<file path="config.mk">
export PLATFORM = sky130hd
export DESIGN_NAME = elis_top
export DESIGN_NICKNAME = d
export VERILOG_FILES = /design/src/logic/elis_pkg.sv /design/src/logic/elis_top.sv
export VERILOG_INCLUDE_DIRS = /design/src /design/src/logic
export SDC_FILE = /design/constraint.sdc
export NUM_CORES = 1
export LEC_CHECK = 0
export BUFFER_PORTS_ARGS = -buffer_cell sky130_fd_sc_hd__buf_2
export CORE_MARGIN = 1
export CORE_UTILIZATION = 37
export DETAILED_ROUTE_END_ITERATION = 8
export GPL_ROUTABILITY_DRIVEN = 1
export GPL_TIMING_DRIVEN = 0
export PLACE_DENSITY_LB_ADDON = 0.3
export SLEW_MARGIN = 20
export SYNTH_ARGS = -nofsm -noshare
export SYNTH_HDL_FRONTEND = slang
export SYNTH_SLANG_ARGS = --single-unit
</file>
<file path="constraint.sdc">
create_clock -name mclk -period 3 [get_ports mclk]
set_clock_uncertainty 0.2 [all_clocks]
set_input_delay 0.45 -clock mclk [delete_from_list [all_inputs] [get_ports mclk]]
set_output_delay 0.45 -clock mclk [all_outputs]
set_load 0.03 [all_outputs]
</file>
<file path="src/logic/elis_cfg.svh">
`ifndef ELIS_CFG_SVH
`define ELIS_CFG_SVH
`define ELIS_OFS_EVT_EN 8'h34
`define ELIS_OFS_EVT_FLAGS 8'h3b
`define ELIS_OFS_CNT_HI 8'h3c
`define ELIS_OFS_CNT_LO 8'h3d
`define ELIS_OFS_PEND_LINE 8'h3f
`define ELIS_OFS_PEND_FRM 8'h40
`define ELIS_OFS_PEND_LINK 8'h41
`define ELIS_BIT_TEMPLATE 6
`define ELIS_BIT_TX_JA 5
`define ELIS_BIT_RX_JA 4
`define ELIS_BIT_ZERO_RUN 2
`define ELIS_BIT_CODE_VIOL 1
`define ELIS_BIT_CNT_OVF 0
`define ELIS_EVT_MASK 8'h77
`define ELIS_FRM_MASK 8'h3f
`define ELIS_LINK_MASK 8'hff
`define ELIS_DAC_LIMIT 8'sd63
`define ELIS_RST_BYTE 8'h00
`define ELIS_RST_CNT 16'h0000
`endif

</file>
<file path="src/logic/elis_pkg.sv">
package elis_pkg;
	typedef struct packed {
		logic [7:0] addr;
		logic [7:0] wdata;
		logic wr;
		logic rd;
	} elis_bus_t;
	typedef struct packed {
		logic template_overflow;
		logic tx_jitter_fifo;
		logic rx_jitter_fifo;
		logic zero_run_error;
		logic code_violation;
	} elis_evt_t;
	typedef struct packed {
		logic alarm;
		logic perf_monitor;
		logic pattern_gen;
		logic rx_signaling_buf;
		logic frame_gen;
		logic frame_proc;
	} elis_frm_t;
	typedef struct packed {
		logic [2:0] link_tx;
		logic [2:0] link_rx;
		logic elastic_buffer;
		logic system_if;
	} elis_link_t;
endpackage

</file>
<file path="src/logic/elis_top.sv">
// Design decision made here: the plain strobed port.
`timescale 1ns/100ps
`include "elis_cfg.svh"
// Function
// - set template overflow flag when multi-UI template sum exceeds plus or minus 63
// - set tx jitter FIFO flag, bit 5, on overflow or underflow
// - set rx jitter FIFO flag, bit 4, on overflow or underflow
// - set zero-run error flag, bit 2, on excessive zero error
// - set code violation flag, bit 1, on bipolar or HDB3 violation
// - set counter overflow flag, bit 0, when 16-bit zero-error counter overflows
// - flags stay set until host writes 1; writing 0 leaves them
// - counter readable as upper byte at 3C and lower byte at 3D
// - line-side pending bit at 3F while any line-side block interrupt pends
// - framing block pending bits readable at 40
// - link tx pending in bits 7..5, rx in 4..2, of 41
// - bit 1 of 41 shows elastic buffer pending
// - bit 0 of 41 shows system interface pending
// - flag drives interrupt only when its enable bit at 34 is set
module elis_top (
	input wire logic mclk,
	input wire logic rst_n,
	input wire elis_pkg::elis_bus_t bus,
	output logic [7:0] rdata,
	input wire elis_pkg::elis_evt_t evt,
	input wire logic template_multi_ui,
	input wire logic signed [9:0] template_sum,
	input wire logic template_sum_valid,
	input wire logic zero_error_inc,
	input wire logic line_block_irq,
	input wire elis_pkg::elis_frm_t frm_irq,
	input wire elis_pkg::elis_link_t link_irq,
	output logic irq
);
	logic rst_s1_r;
	logic rst_s2_r;
	logic [7:0] flags_r;
	logic [7:0] flags_nxt;
	logic [7:0] enable_r;
	logic [15:0] count_r;
	logic [7:0] pend_line_r;
	logic [7:0] pend_frm_r;
	logic [7:0] pend_link_r;
	logic [7:0] rdata_nxt;
	logic irq_nxt;

	always_ff @(posedge mclk or negedge rst_n) begin
		if (!rst_n) begin
			rst_s1_r <= 1'b0;
			rst_s2_r <= 1'b0;
		end else begin
			rst_s1_r <= 1'b1;
			rst_s2_r <= rst_s1_r;
		end
	end

	wire srst_n = rst_s2_r;
	wire wr_flags = bus.wr && (bus.addr == `ELIS_OFS_EVT_FLAGS);
	wire wr_enable = bus.wr && (bus.addr == `ELIS_OFS_EVT_EN);
	// a template sum outside the converter range is only reported when several UIs are combined
	wire tmpl_over = template_sum_valid && template_multi_ui &&
		((template_sum > 10'sd63) || (template_sum < -10'sd63));
	wire cnt_wrap = zero_error_inc && (count_r == 16'hffff);
	wire [15:0] count_nxt = zero_error_inc ? count_r + 16'h0001 : count_r;
	wire [7:0] evt_set = {1'b0, tmpl_over,
		evt.tx_jitter_fifo,
		evt.rx_jitter_fifo,
		1'b0,
		evt.zero_run_error,
		evt.code_violation,
		cnt_wrap};
	wire [7:0] clr_mask = wr_flags ? bus.wdata : 8'h00;
	// set wins over a simultaneous clear so no event is lost
	assign flags_nxt = ((flags_r & ~clr_mask) | evt_set) & `ELIS_EVT_MASK;
	// the pin follows the enable written in the same cycle, so it never lags a disable
	wire [7:0] enable_nxt = wr_enable ? (bus.wdata & `ELIS_EVT_MASK) : enable_r;
	assign irq_nxt = |(flags_nxt & enable_nxt);
	wire [7:0] pend_line_nxt = {7'h00, line_block_irq};
	wire [7:0] pend_frm_nxt = {2'b00, frm_irq} & `ELIS_FRM_MASK;
	wire [7:0] pend_link_nxt = link_irq;

	always_comb begin
		case (bus.addr)
			`ELIS_OFS_EVT_EN: rdata_nxt = enable_r;
			`ELIS_OFS_EVT_FLAGS: rdata_nxt = flags_r;
			`ELIS_OFS_CNT_HI: rdata_nxt = count_r[15:8];
			`ELIS_OFS_CNT_LO: rdata_nxt = count_r[7:0];
			`ELIS_OFS_PEND_LINE: rdata_nxt = pend_line_r;
			`ELIS_OFS_PEND_FRM: rdata_nxt = pend_frm_r;
			`ELIS_OFS_PEND_LINK: rdata_nxt = pend_link_r;
			default: rdata_nxt = 8'h00;
		endcase
	end

	always_ff @(posedge mclk or negedge rst_n) begin
		if (!rst_n) begin
			flags_r <= `ELIS_RST_BYTE;
			enable_r <= `ELIS_RST_BYTE;
			count_r <= `ELIS_RST_CNT;
			pend_line_r <= `ELIS_RST_BYTE;
			pend_frm_r <= `ELIS_RST_BYTE;
			pend_link_r <= `ELIS_RST_BYTE;
			rdata <= `ELIS_RST_BYTE;
			irq <= 1'b0;
		end else if (!srst_n) begin
			flags_r <= `ELIS_RST_BYTE;
			enable_r <= `ELIS_RST_BYTE;
			count_r <= `ELIS_RST_CNT;
			pend_line_r <= `ELIS_RST_BYTE;
			pend_frm_r <= `ELIS_RST_BYTE;
			pend_link_r <= `ELIS_RST_BYTE;
			rdata <= `ELIS_RST_BYTE;
			irq <= 1'b0;
		end else begin
			flags_r <= flags_nxt;
			enable_r <= enable_nxt;
			count_r <= count_nxt;
			pend_line_r <= pend_line_nxt;
			pend_frm_r <= pend_frm_nxt;
			pend_link_r <= pend_link_nxt;
			rdata <= bus.rd ? rdata_nxt : 8'h00;
			irq <= irq_nxt;
		end
	end

	chk_flag_sticky: assert property (@(posedge mclk) disable iff (!srst_n)
		(flags_r[`ELIS_BIT_TX_JA] && !wr_flags) |=> flags_r[`ELIS_BIT_TX_JA])
		else $error("flag dropped without clear");
	chk_flag_clear_one: assert property (@(posedge mclk) disable iff (!srst_n)
		(wr_flags && bus.wdata[`ELIS_BIT_CODE_VIOL] && !evt.code_violation) |=> !flags_r[`ELIS_BIT_CODE_VIOL])
		else $error("write one did not clear flag");
	chk_tx_ja_set: assert property (@(posedge mclk) disable iff (!srst_n)
		evt.tx_jitter_fifo |=> flags_r[5]) else $error("tx fifo flag not set");
	chk_rx_ja_set: assert property (@(posedge mclk) disable iff (!srst_n)
		evt.rx_jitter_fifo |=> flags_r[4]) else $error("rx fifo flag not set");
	chk_zero_run_set: assert property (@(posedge mclk) disable iff (!srst_n)
		evt.zero_run_error |=> flags_r[2]) else $error("zero run flag not set");
	chk_code_viol_set: assert property (@(posedge mclk) disable iff (!srst_n)
		evt.code_violation |=> flags_r[1]) else $error("code violation flag not set");
	chk_cnt_wrap_set: assert property (@(posedge mclk) disable iff (!srst_n)
		(zero_error_inc && count_r == 16'hffff) |=> (flags_r[0] && count_r == 16'h0000))
		else $error("counter overflow not flagged");
	chk_template_set: assert property (@(posedge mclk) disable iff (!srst_n)
		(template_sum_valid && template_multi_ui && template_sum == 10'sd64) |=> flags_r[6])
		else $error("template overflow not flagged");
	chk_irq_gate: assert property (@(posedge mclk) disable iff (!srst_n)
		##1 (irq == |(flags_r & enable_r))) else $error("interrupt not gated by enable");
	chk_irq_release: assert property (@(posedge mclk) disable iff (!srst_n)
		((flags_r & enable_r) == 8'h00) |-> !irq) else $error("interrupt held with no enabled flag");
	chk_count_read: assert property (@(posedge mclk) disable iff (!srst_n)
		(bus.rd && bus.addr == `ELIS_OFS_CNT_LO) |=> (rdata == $past(count_r[7:0])))
		else $error("counter low byte read wrong");
	chk_link_pend: assert property (@(posedge mclk) disable iff (!srst_n)
		1'b1 |=> (pend_link_r == $past(link_irq))) else $error("link pending bits wrong");
endmodule

</file>
==> results of run 1 <==
==> flip-flops by register name, indices dropped and copies added (netlist names) <==
signal and cells:
count_r 16, enable_r 6, flags_r 6, irq 1, pend_frm_r 6, pend_line_r 1
pend_link_r 8, rdata 8, rst_s1_r 1, rst_s2_r 1
==> layer usage <==
metal	GRT usage [%]	vias up	share of wire, %
met5	0	-	0
met4	6.67	0	1.5
met3	3.85	4	3.8
met2	29.1	62	44
met1	27.5	1030	50
li1	-	1014	-
==> stage by stage <==
stage	worst slack [ps]	std cells	hold WS (ps)	area [um2]	power (mW)
2_1_floorplan	871	250	-45.6	2590	0.820
3_3_place_gp	606	403	133	3000	0.888
6_report	816	412	144	3100	1.31
3_5_place_dp	602	403	135	3000	0.891
4_1_cts	822	412	138	3100	1.32
5_1_grt	697	412	128	3100	1.37
==> report_power, final <==
group	internal, mW	switching, mW
logic	0.0509	0.0648
clock network	0.191	0.240
registers	0.746	0.0150
==> synth_stat cells (5+ instances only) <==
master / count
sky130_fd_sc_hd__a32oi_1: 5
sky130_fd_sc_hd__nand4_1: 11
sky130_fd_sc_hd__and2_1: 22
sky130_fd_sc_hd__a31oi_1: 6
sky130_fd_sc_hd__nand2_1: 13
sky130_fd_sc_hd__dfrtp_1: 54
sky130_fd_sc_hd__nor2_1: 31
sky130_fd_sc_hd__mux2i_1: 11
sky130_fd_sc_hd__clkbuf_1: 6
sky130_fd_sc_hd__nand3_1: 14
sky130_fd_sc_hd__a21oi_1: 14
sky130_fd_sc_hd__xor2_1: 10
==> critical path: cells and delay by family, from the launching register on <==
family | cells | cell delay [ps]
flip-flops | 1 | 470
AND/OR/NAND/NOR | 3 | 1120
AO/OA/AOI/OAI | 2 | 340
==> worst min-delay path by stage <==
stage / start / end / slack (ps) / cells after the start
after floorplan: rst_n / count_r[0] / -50 / 0
after CTS: frm_irq[5] / pend_frm_r[5] / 140 / 2
final: frm_irq[5] / pend_frm_r[5] / 140 / 2
after global routing: link_irq[3] / pend_link_r[3] / 130 / 2
after global placement: rst_s1_r / rst_s2_r / 130 / 0
after detailed placement: rst_s1_r / rst_s2_r / 130 / 0
==> layout make-up <==
type                       count  area [um2]
tap                           96         120
clock buffer                   7        86.3
sequential                    54        1350
clock inverter                 1        8.76
multi-input combinational    182        1170
timing repair buffer          58         298
buffer                        11        53.8
fill                         635        3690
inverter                       3        11.3
==> cells by family (layout without fill, tap and decap cells) <==
family | Yosys count | in the layout | synth area share (%)
buf+inv | 14 | 80 | 2.51
xor+xnor | 13 | 13 | 4.39
fa+ha+maj | 1 | 1 | 0.483
flops | 54 | 54 | 52.1
compound gates | 38 | 38 | 9.71
mux | 16 | 16 | 6.57
simple gates | 113 | 113 | 24.0
other cells | 1 | 1 | 0.145
==> results_dict.tcl, run 1 <==
set metrics [dict create \
    cts_setup_buffers 0 \
    timing.slew.headroom_pct 54.7 \
    synthToLayoutAreaGrowth_pct 19.8 \
    worstReg2RegStart "count_r[4]" \
    place_congestion 0.843 \
    cp-start-kind "flip-flop" \
    status "finished clean" \
    fmaxAchievable_ghz 0.458 \
    critical_path.cell_chain "nand4_1 > or4_1 > o21bai_1 > and2b_1 > o41a_1" \
    postSynthNetCount 304 \
    final.setup.tns_ps 0 \
    count_of_distinct_cell_types_in_the_synthesized_netlist 44 \
    fp-row-count 30 \
    reg2regPathDepth 5 \
    detail_route.iter0.violations 133 \
    maximum_number_of_pins_on_one_net_before_global_route_repair 55 \
    cp-startpoint "count_r[4]" \
    mostFrequentLayoutCell "sky130_fd_sc_hd__buf_2" \
    report.final.setup_viol 0 \
    leading_cell_types_in_the_layout_fill_and_taps_excluded "sky130_fd_sc_hd__buf_2, sky130_fd_sc_hd__dfrtp_1, sky130_fd_sc_hd__nor2_1" \
    portBuffers 57 \
    grt_antenna_before_repair 0 \
    yosysTopAreaCell "sky130_fd_sc_hd__dfrtp_1" \
    detail_route.wirelength_um 6250 \
    die_height_um 85.7 \
    ys_ff_latch 54 \
    hold_viol_final 0 \
    detailedPlacementHpwl_um 4700 \
    cpMaxStageDelayCell "sky130_fd_sc_hd__or4_1" \
    grt_pass1_wl_um 10700 \
    yosys.area.top_type_share_pct 52.1 \
    timing.critical_path.to "irq" \
    cts_htree_levels 2 \
    setup_repair_after_global_routing_missed_its_margin "no" \
    synthesis.instances 250 \
    num_antenna_cells 0 \
    synthesis.area_mm2 0.00259 \
    clock-root-buffer "sky130_fd_sc_hd__clkbuf_8" \
    cts.path.max_buffers 2 \
    skew_pair_late_insertion_delay_ps 310 \
    gr-usage-all-layers_pct 19.2 \
    drt_drc_violations_left 0 \
    postSynthAreaPerCell_um2 10.4 \
    clock-sinks 54 \
    ctsResizeCount 0 \
    total_power_divided_by_cell_area_mw_per_mm2 422 \
    routed_via_density 5.12 \
    wl_per_cell_um 15.2 \
    p_leak_nw 1.45 \
    timing.final.crit_period_ps 2180 \
    die_area_mm2 0.00734 \
    start_util_pct 38.1 \
    worst_ep_arrival_time_ps 2230 \
    grt_pass1_vias 2146 \
    io-pin-count 62 \
    synth_edf_count 0 \
    drv.max_cap_violation_count 0 \
    timing.critical_path.to_type "flip-flop" \
    dr_total_vias 2110 \
    ctsHoldBuffers 1 \
    final_layout_size_suffix_gt1_share_pct 24.7 \
    final-max-slew-violation-count 0 \
    grt_remaining_overflow 0 \
    core_region_area_mm2 0.00679 \
    post_synth_main_area_contributors "sky130_fd_sc_hd__dfrtp_1, sky130_fd_sc_hd__and2_1, sky130_fd_sc_hd__nor2_1, sky130_fd_sc_hd__mux2i_1, sky130_fd_sc_hd__xor2_1" \
    fp.dieW_um 85.7 \
    crit_path_max_fo 7 \
    ys_async_sr_fraction_pct 100 \
    critical-path-max-stage-delay_ps 660 \
    nNetsFinal 369 \
    worstSetupPathType "flip-flop to flip-flop" \
    vdd.ir_drop.worst_uv 310 \
    cts.clk_slew.worst_paths_ps 100 \
    worstPathRequired_ps 3050 \
    cts_bufs_inserted 5 \
    dominantRegCellSynth "sky130_fd_sc_hd__dfrtp_1" \
    dr.pass1.iters 6 \
    finalCritPeriodShare_pct 72.8 \
    antenna_violating_nets_post_route 0 \
    worst-slew-pin-transition_ps 679 \
    synth-seq-area-share_pct 52.1 \
    r2r_end "irq" \
    postLayoutCoreUtil_pct 45.7 \
    worst-r2r-setup-slack_ps 820 \
    cts_tree "yes" \
    yosys_warnings 0 \
    min_path_type "input port to flip-flop" \
]
No activity file was read; power rests on OpenSTA's default activity.
==> run 2: changes to the inputs <==
--- a/config.mk
+++ b/config.mk
@@ -6,6 +6,7 @@
 export SDC_FILE = /design/constraint.sdc
 export NUM_CORES = 1
 export LEC_CHECK = 0
+export ABC_AREA = 1
 export BUFFER_PORTS_ARGS = -buffer_cell sky130_fd_sc_hd__buf_2
 export CORE_MARGIN = 1
 export CORE_UTILIZATION = 37
==> constraint.sdc (replaced) <==
create_clock -name mclk -period 1.9 [get_ports mclk]
set_clock_uncertainty 0.2 [all_clocks]
set_input_delay 0.285 -clock mclk [delete_from_list [all_inputs] [get_ports mclk]]
set_output_delay 0.285 -clock mclk [all_outputs]
set_load 0.03 [all_outputs]
==> run 2 against run 1 <==
Area after synthesis increased by 6.9%. Critical path depth increased by 2. Register-to-register slack got worse by 660 ps. Cell count increased by 31%. Critical path type unchanged. Critical endpoint is now count_r[12].
==> results_dict.tcl, run 2 <==
set metrics [dict create \
    fillCellCount 728 \
    worstSetupPathType "flip-flop to flip-flop" \
    timing.critical_path.to_type "flip-flop" \
    io-pin-count 62 \
    min_path_type "input port to flip-flop" \
    leading_cell_types_in_the_layout_fill_and_taps_excluded "sky130_fd_sc_hd__nand2_1, sky130_fd_sc_hd__buf_2, sky130_fd_sc_hd__inv_1" \
    clock-sinks 54 \
    synth_common_cells "sky130_fd_sc_hd__nand2_1, sky130_fd_sc_hd__inv_1, sky130_fd_sc_hd__dfrtp_1, sky130_fd_sc_hd__a21oi_1, sky130_fd_sc_hd__nor2_1" \
    cts_htree_levels 2 \
    final_layout_size_suffix_gt1_share_pct 19.8 \
    critical_path.cell_chain "ha_2 > nand3_2 > nor4_4 > nand2_1 > o21ai_1 > o211ai_1 > inv_1" \
    core_region_area_mm2 0.00725 \
    synth.most_common_cell "sky130_fd_sc_hd__nand2_1" \
    fmaxAchievable_ghz 0.574 \
    ys_async_sr_fraction_pct 100 \
    cts.clk_slew.worst_paths_ps 100 \
    synthesis.instances 357 \
    setup_repair_after_global_routing_missed_its_margin "yes" \
    critPathTopFamily "simple AND/OR/NAND/NOR gates" \
    detailedPlacementHpwl_um 5000 \
    dominantRegCellSynth "sky130_fd_sc_hd__dfrtp_1" \
    maximum_number_of_pins_on_one_net_before_global_route_repair 55 \
    total_power_mw 2.10 \
    detail_route.wirelength_um 6650 \
    worstPathRequired_ps 1960 \
    yosys_warnings 0 \
    mostFrequentLayoutCell "sky130_fd_sc_hd__nand2_1" \
    synthesis.area_mm2 0.00277 \
    yosysTopAreaCell "sky130_fd_sc_hd__dfrtp_1" \
    worst_ep_arrival_time_ps 1800 \
    postSynthAreaPerCell_um2 7.76 \
    synthToLayoutAreaGrowth_pct 24.8 \
    critical-path-max-stage-delay_ps 390 \
    timing.critical_path.buf_inv 1 \
    num_antenna_cells 0 \
    cts.path.max_buffers 2 \
    layout_top_registers "count_r x16, pend_link_r x8, rdata x8" \
    crit_path_max_fo 4 \
    portBuffers 57 \
    worst-slew-pin-transition_ps 683 \
    antenna_violating_nets_post_route 0 \
    dr.pass1.iters 4 \
    die_height_um 88.5 \
    timing.final.crit_period_ps 1740 \
    clock-root-buffer "sky130_fd_sc_hd__clkbuf_8" \
    ys_ff_latch 54 \
    grt_remaining_overflow 0 \
    cts_bufs_inserted 5 \
    finalCritPeriodShare_pct 91.7 \
    grt_pass1_vias 2404 \
    start_util_pct 38.2 \
    gr-usage-all-layers_pct 18.5 \
    postSynthNetCount 411 \
    fp.dieW_um 88.5 \
    hold_viol_final 0 \
    yosys.area.top_type_share_pct 48.8 \
    grt_pass1_wl_um 11100 \
    total_power_divided_by_cell_area_mw_per_mm2 607 \
    grt_antenna_before_repair 0 \
    timing.slew.headroom_pct 54.5 \
    count_of_distinct_cell_types_in_the_synthesized_netlist 31 \
    synth-seq-area-share_pct 48.8 \
    cpMaxStageDelayCell "sky130_fd_sc_hd__dfrtp_1" \
    largest_reg_flops 16 \
    drv.max_cap_violation_count 0 \
    nNetsFinal 492 \
    report.final.setup_viol 0 \
    routed_via_density 4.74 \
    cp-start-kind "flip-flop" \
    drt_drc_violations_left 0 \
    detail_route.iter0.violations 155 \
    place_congestion 0.935 \
    fp-row-count 31 \
    skew_pair_late_insertion_delay_ps 310 \
    p_leak_nw 1.79 \
    die_area_mm2 0.00783 \
    wl_per_cell_um 12.4 \
    status "finished clean" \
    placed_area_mm2 0.00318 \
    final-max-slew-violation-count 0 \
    design_area_mm2 0.00345 \
    cts_tree "yes" \
    vdd.ir_drop.worst_uv 381 \
    post_synth_main_area_contributors "sky130_fd_sc_hd__dfrtp_1, sky130_fd_sc_hd__nand2_1, sky130_fd_sc_hd__inv_1, sky130_fd_sc_hd__a21oi_1, sky130_fd_sc_hd__nor2_1" \
    synth_edf_count 0 \
    top_register "count_r" \
    dr_total_vias 2552 \
]
-- run 2: what timing repair did --
item,in CTS,in global routing
endpoints found under the setup margin,0,1
setup buffers,0,1
hold buffers,16,0
hold endpoints to repair,69,0
gates resized for setup,0,3
-- run 2: cells by family (layout without fill, tap and decap cells) --
family	after synthesis	after routing	synth area share, %
simple gates	173	173	29.1
other cells	1	1	0.135
flops	54	54	48.8
compound gates	64	64	12.7
fa+ha+maj	1	1	0.452
buf+inv	64	146	8.81
-- run 2: path summary, 6_finish.rpt --
| path | startpoint | to | slack (ps) | depth (start not counted) |
|---|---|---|---|---|
| min in group asynchronous | rst_n | flags_r[2] | 340 | 2 |
| worst min register to register | rst_s1_r | rst_s2_r | 160 | 0 |
| worst max-delay path | count_r[0] | count_r[12] | 160 | 7 |
| worst min-delay path | evt[1] | flags_r[2] | 20 | 3 |
| worst max register to register | count_r[0] | count_r[12] | 160 | 7 |
| max in group asynchronous | rst_n | count_r[1] | 690 | 2 |
-- run 2: power by group --
part	internal, mW	total [mW]	switching, mW
sequential	1.18	1.19	0.0144
combinational	0.0891	0.206	0.117
clock	0.301	0.700	0.399
-- run 2: per-layer routing --
metal	up-vias	wire length, um	GRT usage [%]
li1	1300	-	-
met1	1182	3110	24.7
met4	0	99	5.28
met2	61	3180	31.0
met5	-	0	0
met3	9	265	3.17
-- run 2: per-stage QoR --
| step | setup TNS [ps] | hold slack, ps | setup WS, ps | std cells | util [%] |
|---|---|---|---|---|---|
| finish | 0 | 21.8 | 157 | 538 | 47.6 |
| floorplan | 0 | -211 | 398 | 357 | - |
| detailed placement | 0 | 136 | 3.27 | 513 | 43.9 |
| global route | -2.73 | 36.7 | -2.73 | 538 | 47.6 |
| global placement | 0 | 133 | 19.7 | 513 | 43.8 |
| CTS | 0 | 21.0 | 188 | 537 | 47.4 |
-- run 2: area by class of cell --
cell class / instances / area [um2] / share of cell area, %
clock inverter: 2 / 16.3 / 0.471
clock buffer: 6 / 82.6 / 2.39
multi-input combinational: 239 / 1180 / 34.2
timing repair buffer: 74 / 455 / 13.2
sequential: 54 / 1350 / 39.1
inverter: 58 / 219 / 6.34
buffer: 6 / 25.0 / 0.724
tap: 99 / 124 / 3.59
-- run 2: worst register-to-register path, cell delays in order (launching register included) --
cell and delay [ps]:
sky130_fd_sc_hd__dfrtp_1 390, sky130_fd_sc_hd__ha_2 210, sky130_fd_sc_hd__nand3_2 120, sky130_fd_sc_hd__nor4_4 340, sky130_fd_sc_hd__nand2_1 140, sky130_fd_sc_hd__o21ai_1 130, sky130_fd_sc_hd__o211ai_1 90, sky130_fd_sc_hd__inv_1 70
==> run 3: changes to the inputs <==
--- a/config.mk
+++ b/config.mk
@@ -6,7 +6,6 @@
 export SDC_FILE = /design/constraint.sdc
 export NUM_CORES = 1
 export LEC_CHECK = 0
-export ABC_AREA = 1
 export BUFFER_PORTS_ARGS = -buffer_cell sky130_fd_sc_hd__buf_2
 export CORE_MARGIN = 1
 export CORE_UTILIZATION = 37
==> constraint.sdc (replaced) <==
create_clock -name mclk -period 1.9 [get_ports mclk]
set_clock_uncertainty 0.2 [all_clocks]
set_input_delay 0.285 -clock mclk [delete_from_list [all_inputs] [get_ports mclk]]
set_output_delay 0.285 -clock mclk [all_outputs]
set_load 0.005 [all_outputs]
==> run 3 against run 2 <==
Combinational power up 8%. Wire length down 2.5%. Via count down 13%. Sequential share of layout area up 0.96 points. Design area down 2.0%. Die area down 6.3%.
==> results_dict.tcl, run 3 (synthesis results as in run 1) <==
set metrics [dict create \
    hold_viol_final 0 \
    dr_total_vias 2208 \
    clock-root-buffer "sky130_fd_sc_hd__clkbuf_8" \
    worstSetupPathType "flip-flop to flip-flop" \
    post-place-ws_ps -348 \
    cts.clk_slew.worst_paths_ps 100 \
    timing.critical_path.to_type "flip-flop" \
    clock-sinks 54 \
    fp.dieW_um 85.7 \
    finalCritPeriodShare_pct 99.7 \
    vdd.ir_drop.worst_uv 333 \
    setup_repair_after_global_routing_missed_its_margin "yes" \
    highest_layer "met4" \
    cts_bufs_inserted 5 \
    antenna_violating_nets_post_route 0 \
    holdPathStages 3 \
    start_util_pct 38.1 \
    top_register "count_r" \
    timing.final.crit_period_ps 1890 \
    detail_route.wirelength_um 6490 \
    gr-usage-all-layers_pct 19.2 \
    timing.final.ws_setup_ps 5.55 \
    report.final.setup_viol 0 \
    status "finished clean" \
    routed_via_density 5.08 \
    drt_drc_violations_left 0 \
    dr.pass1.iters 6 \
    timing.critical_path.buf_inv 0 \
    largest_reg_flops 16 \
    route.met3.wl_um 349 \
    synthToLayoutAreaGrowth_pct 30.6 \
    met2WireLength_um 2970 \
    die_area_mm2 0.00734 \
    skew_pair_late_insertion_delay_ps 310 \
    cpMaxStageDelayCell "sky130_fd_sc_hd__or4_4" \
    final_layout_size_suffix_gt1_share_pct 27.7 \
    portBuffers 57 \
    fmaxAchievable_ghz 0.528 \
    mostFrequentLayoutCell "sky130_fd_sc_hd__buf_2" \
    grt_pass1_wl_um 10700 \
    final-max-slew-violation-count 0 \
    p_leak_nw 1.58 \
    final.hold.worst_slack_ps 45.6 \
    path_depth 5 \
    grt_pass1_vias 2171 \
    place_congestion 0.836 \
    fp-row-count 30 \
    detail_route.iter0.violations 155 \
    cts_htree_levels 2 \
    detailedPlacementHpwl_um 4650 \
    total_power_divided_by_cell_area_mw_per_mm2 652 \
    reg2regPathDepth 5 \
    worstPathRequired_ps 1950 \
    cts_tree "yes" \
    final.setup.tns_ps 0 \
    drv.max_cap_violation_count 0 \
    min_path_type "input port to flip-flop" \
    leading_cell_types_in_the_layout_fill_and_taps_excluded "sky130_fd_sc_hd__buf_2, sky130_fd_sc_hd__dfrtp_1, sky130_fd_sc_hd__nor2_1" \
    io-pin-count 62 \
    worst-slew-pin-transition_ps 657 \
    wl_per_cell_um 14.9 \
    worst_ep_arrival_time_ps 1950 \
    crit_path_max_fo 6 \
    critical-path-max-stage-delay_ps 580 \
    grt_antenna_before_repair 0 \
    core_region_area_mm2 0.00679 \
    maximum_number_of_pins_on_one_net_before_global_route_repair 55 \
    num_antenna_cells 0 \
    grt_remaining_overflow 0 \
    cts.path.max_buffers 2 \
    layout_top_registers "count_r x16, pend_link_r x8, rdata x8" \
    timing.slew.headroom_pct 56.2 \
    critPathTopFamily "simple AND/OR/NAND/NOR gates" \
    cp-start-kind "flip-flop" \
    nNetsFinal 392 \
    metal1_wirelength_um 3100 \
    die_height_um 85.7 \
    critical_path.cell_chain "nand4_1 > or4_4 > o21bai_4 > and2b_1 > o41a_1" \
]
run 3: changes by cell type in the layout (fill, tap and decap cells not counted), sizes merged, moves of 4 or more:
| cell | before | now |
|---|---|---|
| a31oi | 1 | 6 |
| a21oi | 35 | 14 |
| a32oi | 0 | 5 |
| mux2i | 0 | 11 |
| buf | 60 | 67 |
| nor3 | 8 | 4 |
| and2 | 2 | 23 |
| mux2 | 0 | 5 |
| o21ai | 17 | 2 |
| xor2 | 0 | 10 |
| inv | 58 | 4 |
| nand2 | 102 | 13 |
run 3: path summary, 6_finish.rpt:
path / endpoint / from / slack, ps
setup / recovery: irq / count_r[2] / 6
hold / removal: enable_r[0] / bus[2] / 50
setup reg to reg: irq / count_r[2] / 6
hold reg to reg: rst_s2_r / rst_s1_r / 160
max in group asynchronous: count_r[2] / rst_n / 680
min in group asynchronous: flags_r[2] / rst_n / 330
run 3: cell type report:
cell class | count | area (um2)
fillers | 656 | 3410
flip-flops and latches | 54 | 1360
multi-input cells | 182 | 1210
repair buffers | 81 | 513
well taps | 96 | 120
clock buffers | 5 | 68.8
plain buffers | 11 | 56.3
clock inverters | 3 | 43.8
inverters | 3 | 11.3
run 3: what timing repair did:
| action | in CTS | in global routing |
|---|---|---|
| pin swaps | 1 | 0 |
| hold buffers | 18 | 0 |
| endpoints found under the hold margin | 71 | 0 |
| cloned | 0 | 0 |
| setup endpoints to repair | 4 | 3 |
| setup buffers | 5 | 1 |
| gates resized for setup | 4 | 8 |
run 3: power breakdown:
group	internal [mW]	leakage, nW	total, mW	switching [mW]
Clock	0.395	0.0585	0.786	0.390
Sequential	1.18	0.719	1.20	0.0203
Combinational	0.110	0.801	0.222	0.112
Total	1.68	1.58	2.21	0.522
run 3: worst register-to-register path, stage by stage, from the launching register on:
cell	delay, ps
sky130_fd_sc_hd__dfrtp_2	430
sky130_fd_sc_hd__nand4_1	220
sky130_fd_sc_hd__or4_4	580
sky130_fd_sc_hd__o21bai_4	140
sky130_fd_sc_hd__and2b_1	140
sky130_fd_sc_hd__o41a_1	140
run 3: through the flow:
| stage | total power, mW | area, um2 | utilization [%] | instances |
|---|---|---|---|---|
| after global placement | 1.40 | 3000 | 44.1 | 403 |
| after CTS | 2.22 | 3340 | 49.2 | 434 |
| after detailed placement | 1.41 | 3000 | 44.1 | 403 |
| final | 2.21 | 3380 | 49.8 | 435 |
| after floorplan | 1.29 | 2590 | - | 250 |
| after global routing | 2.30 | 3380 | 49.8 | 435 |
run 3: metal layers:
layer	track usage [%]	up-vias
li1	-	1064
met5	0	-
met2	30.3	67
met4	6.36	0
met3	3.85	7
met1	26.7	1070
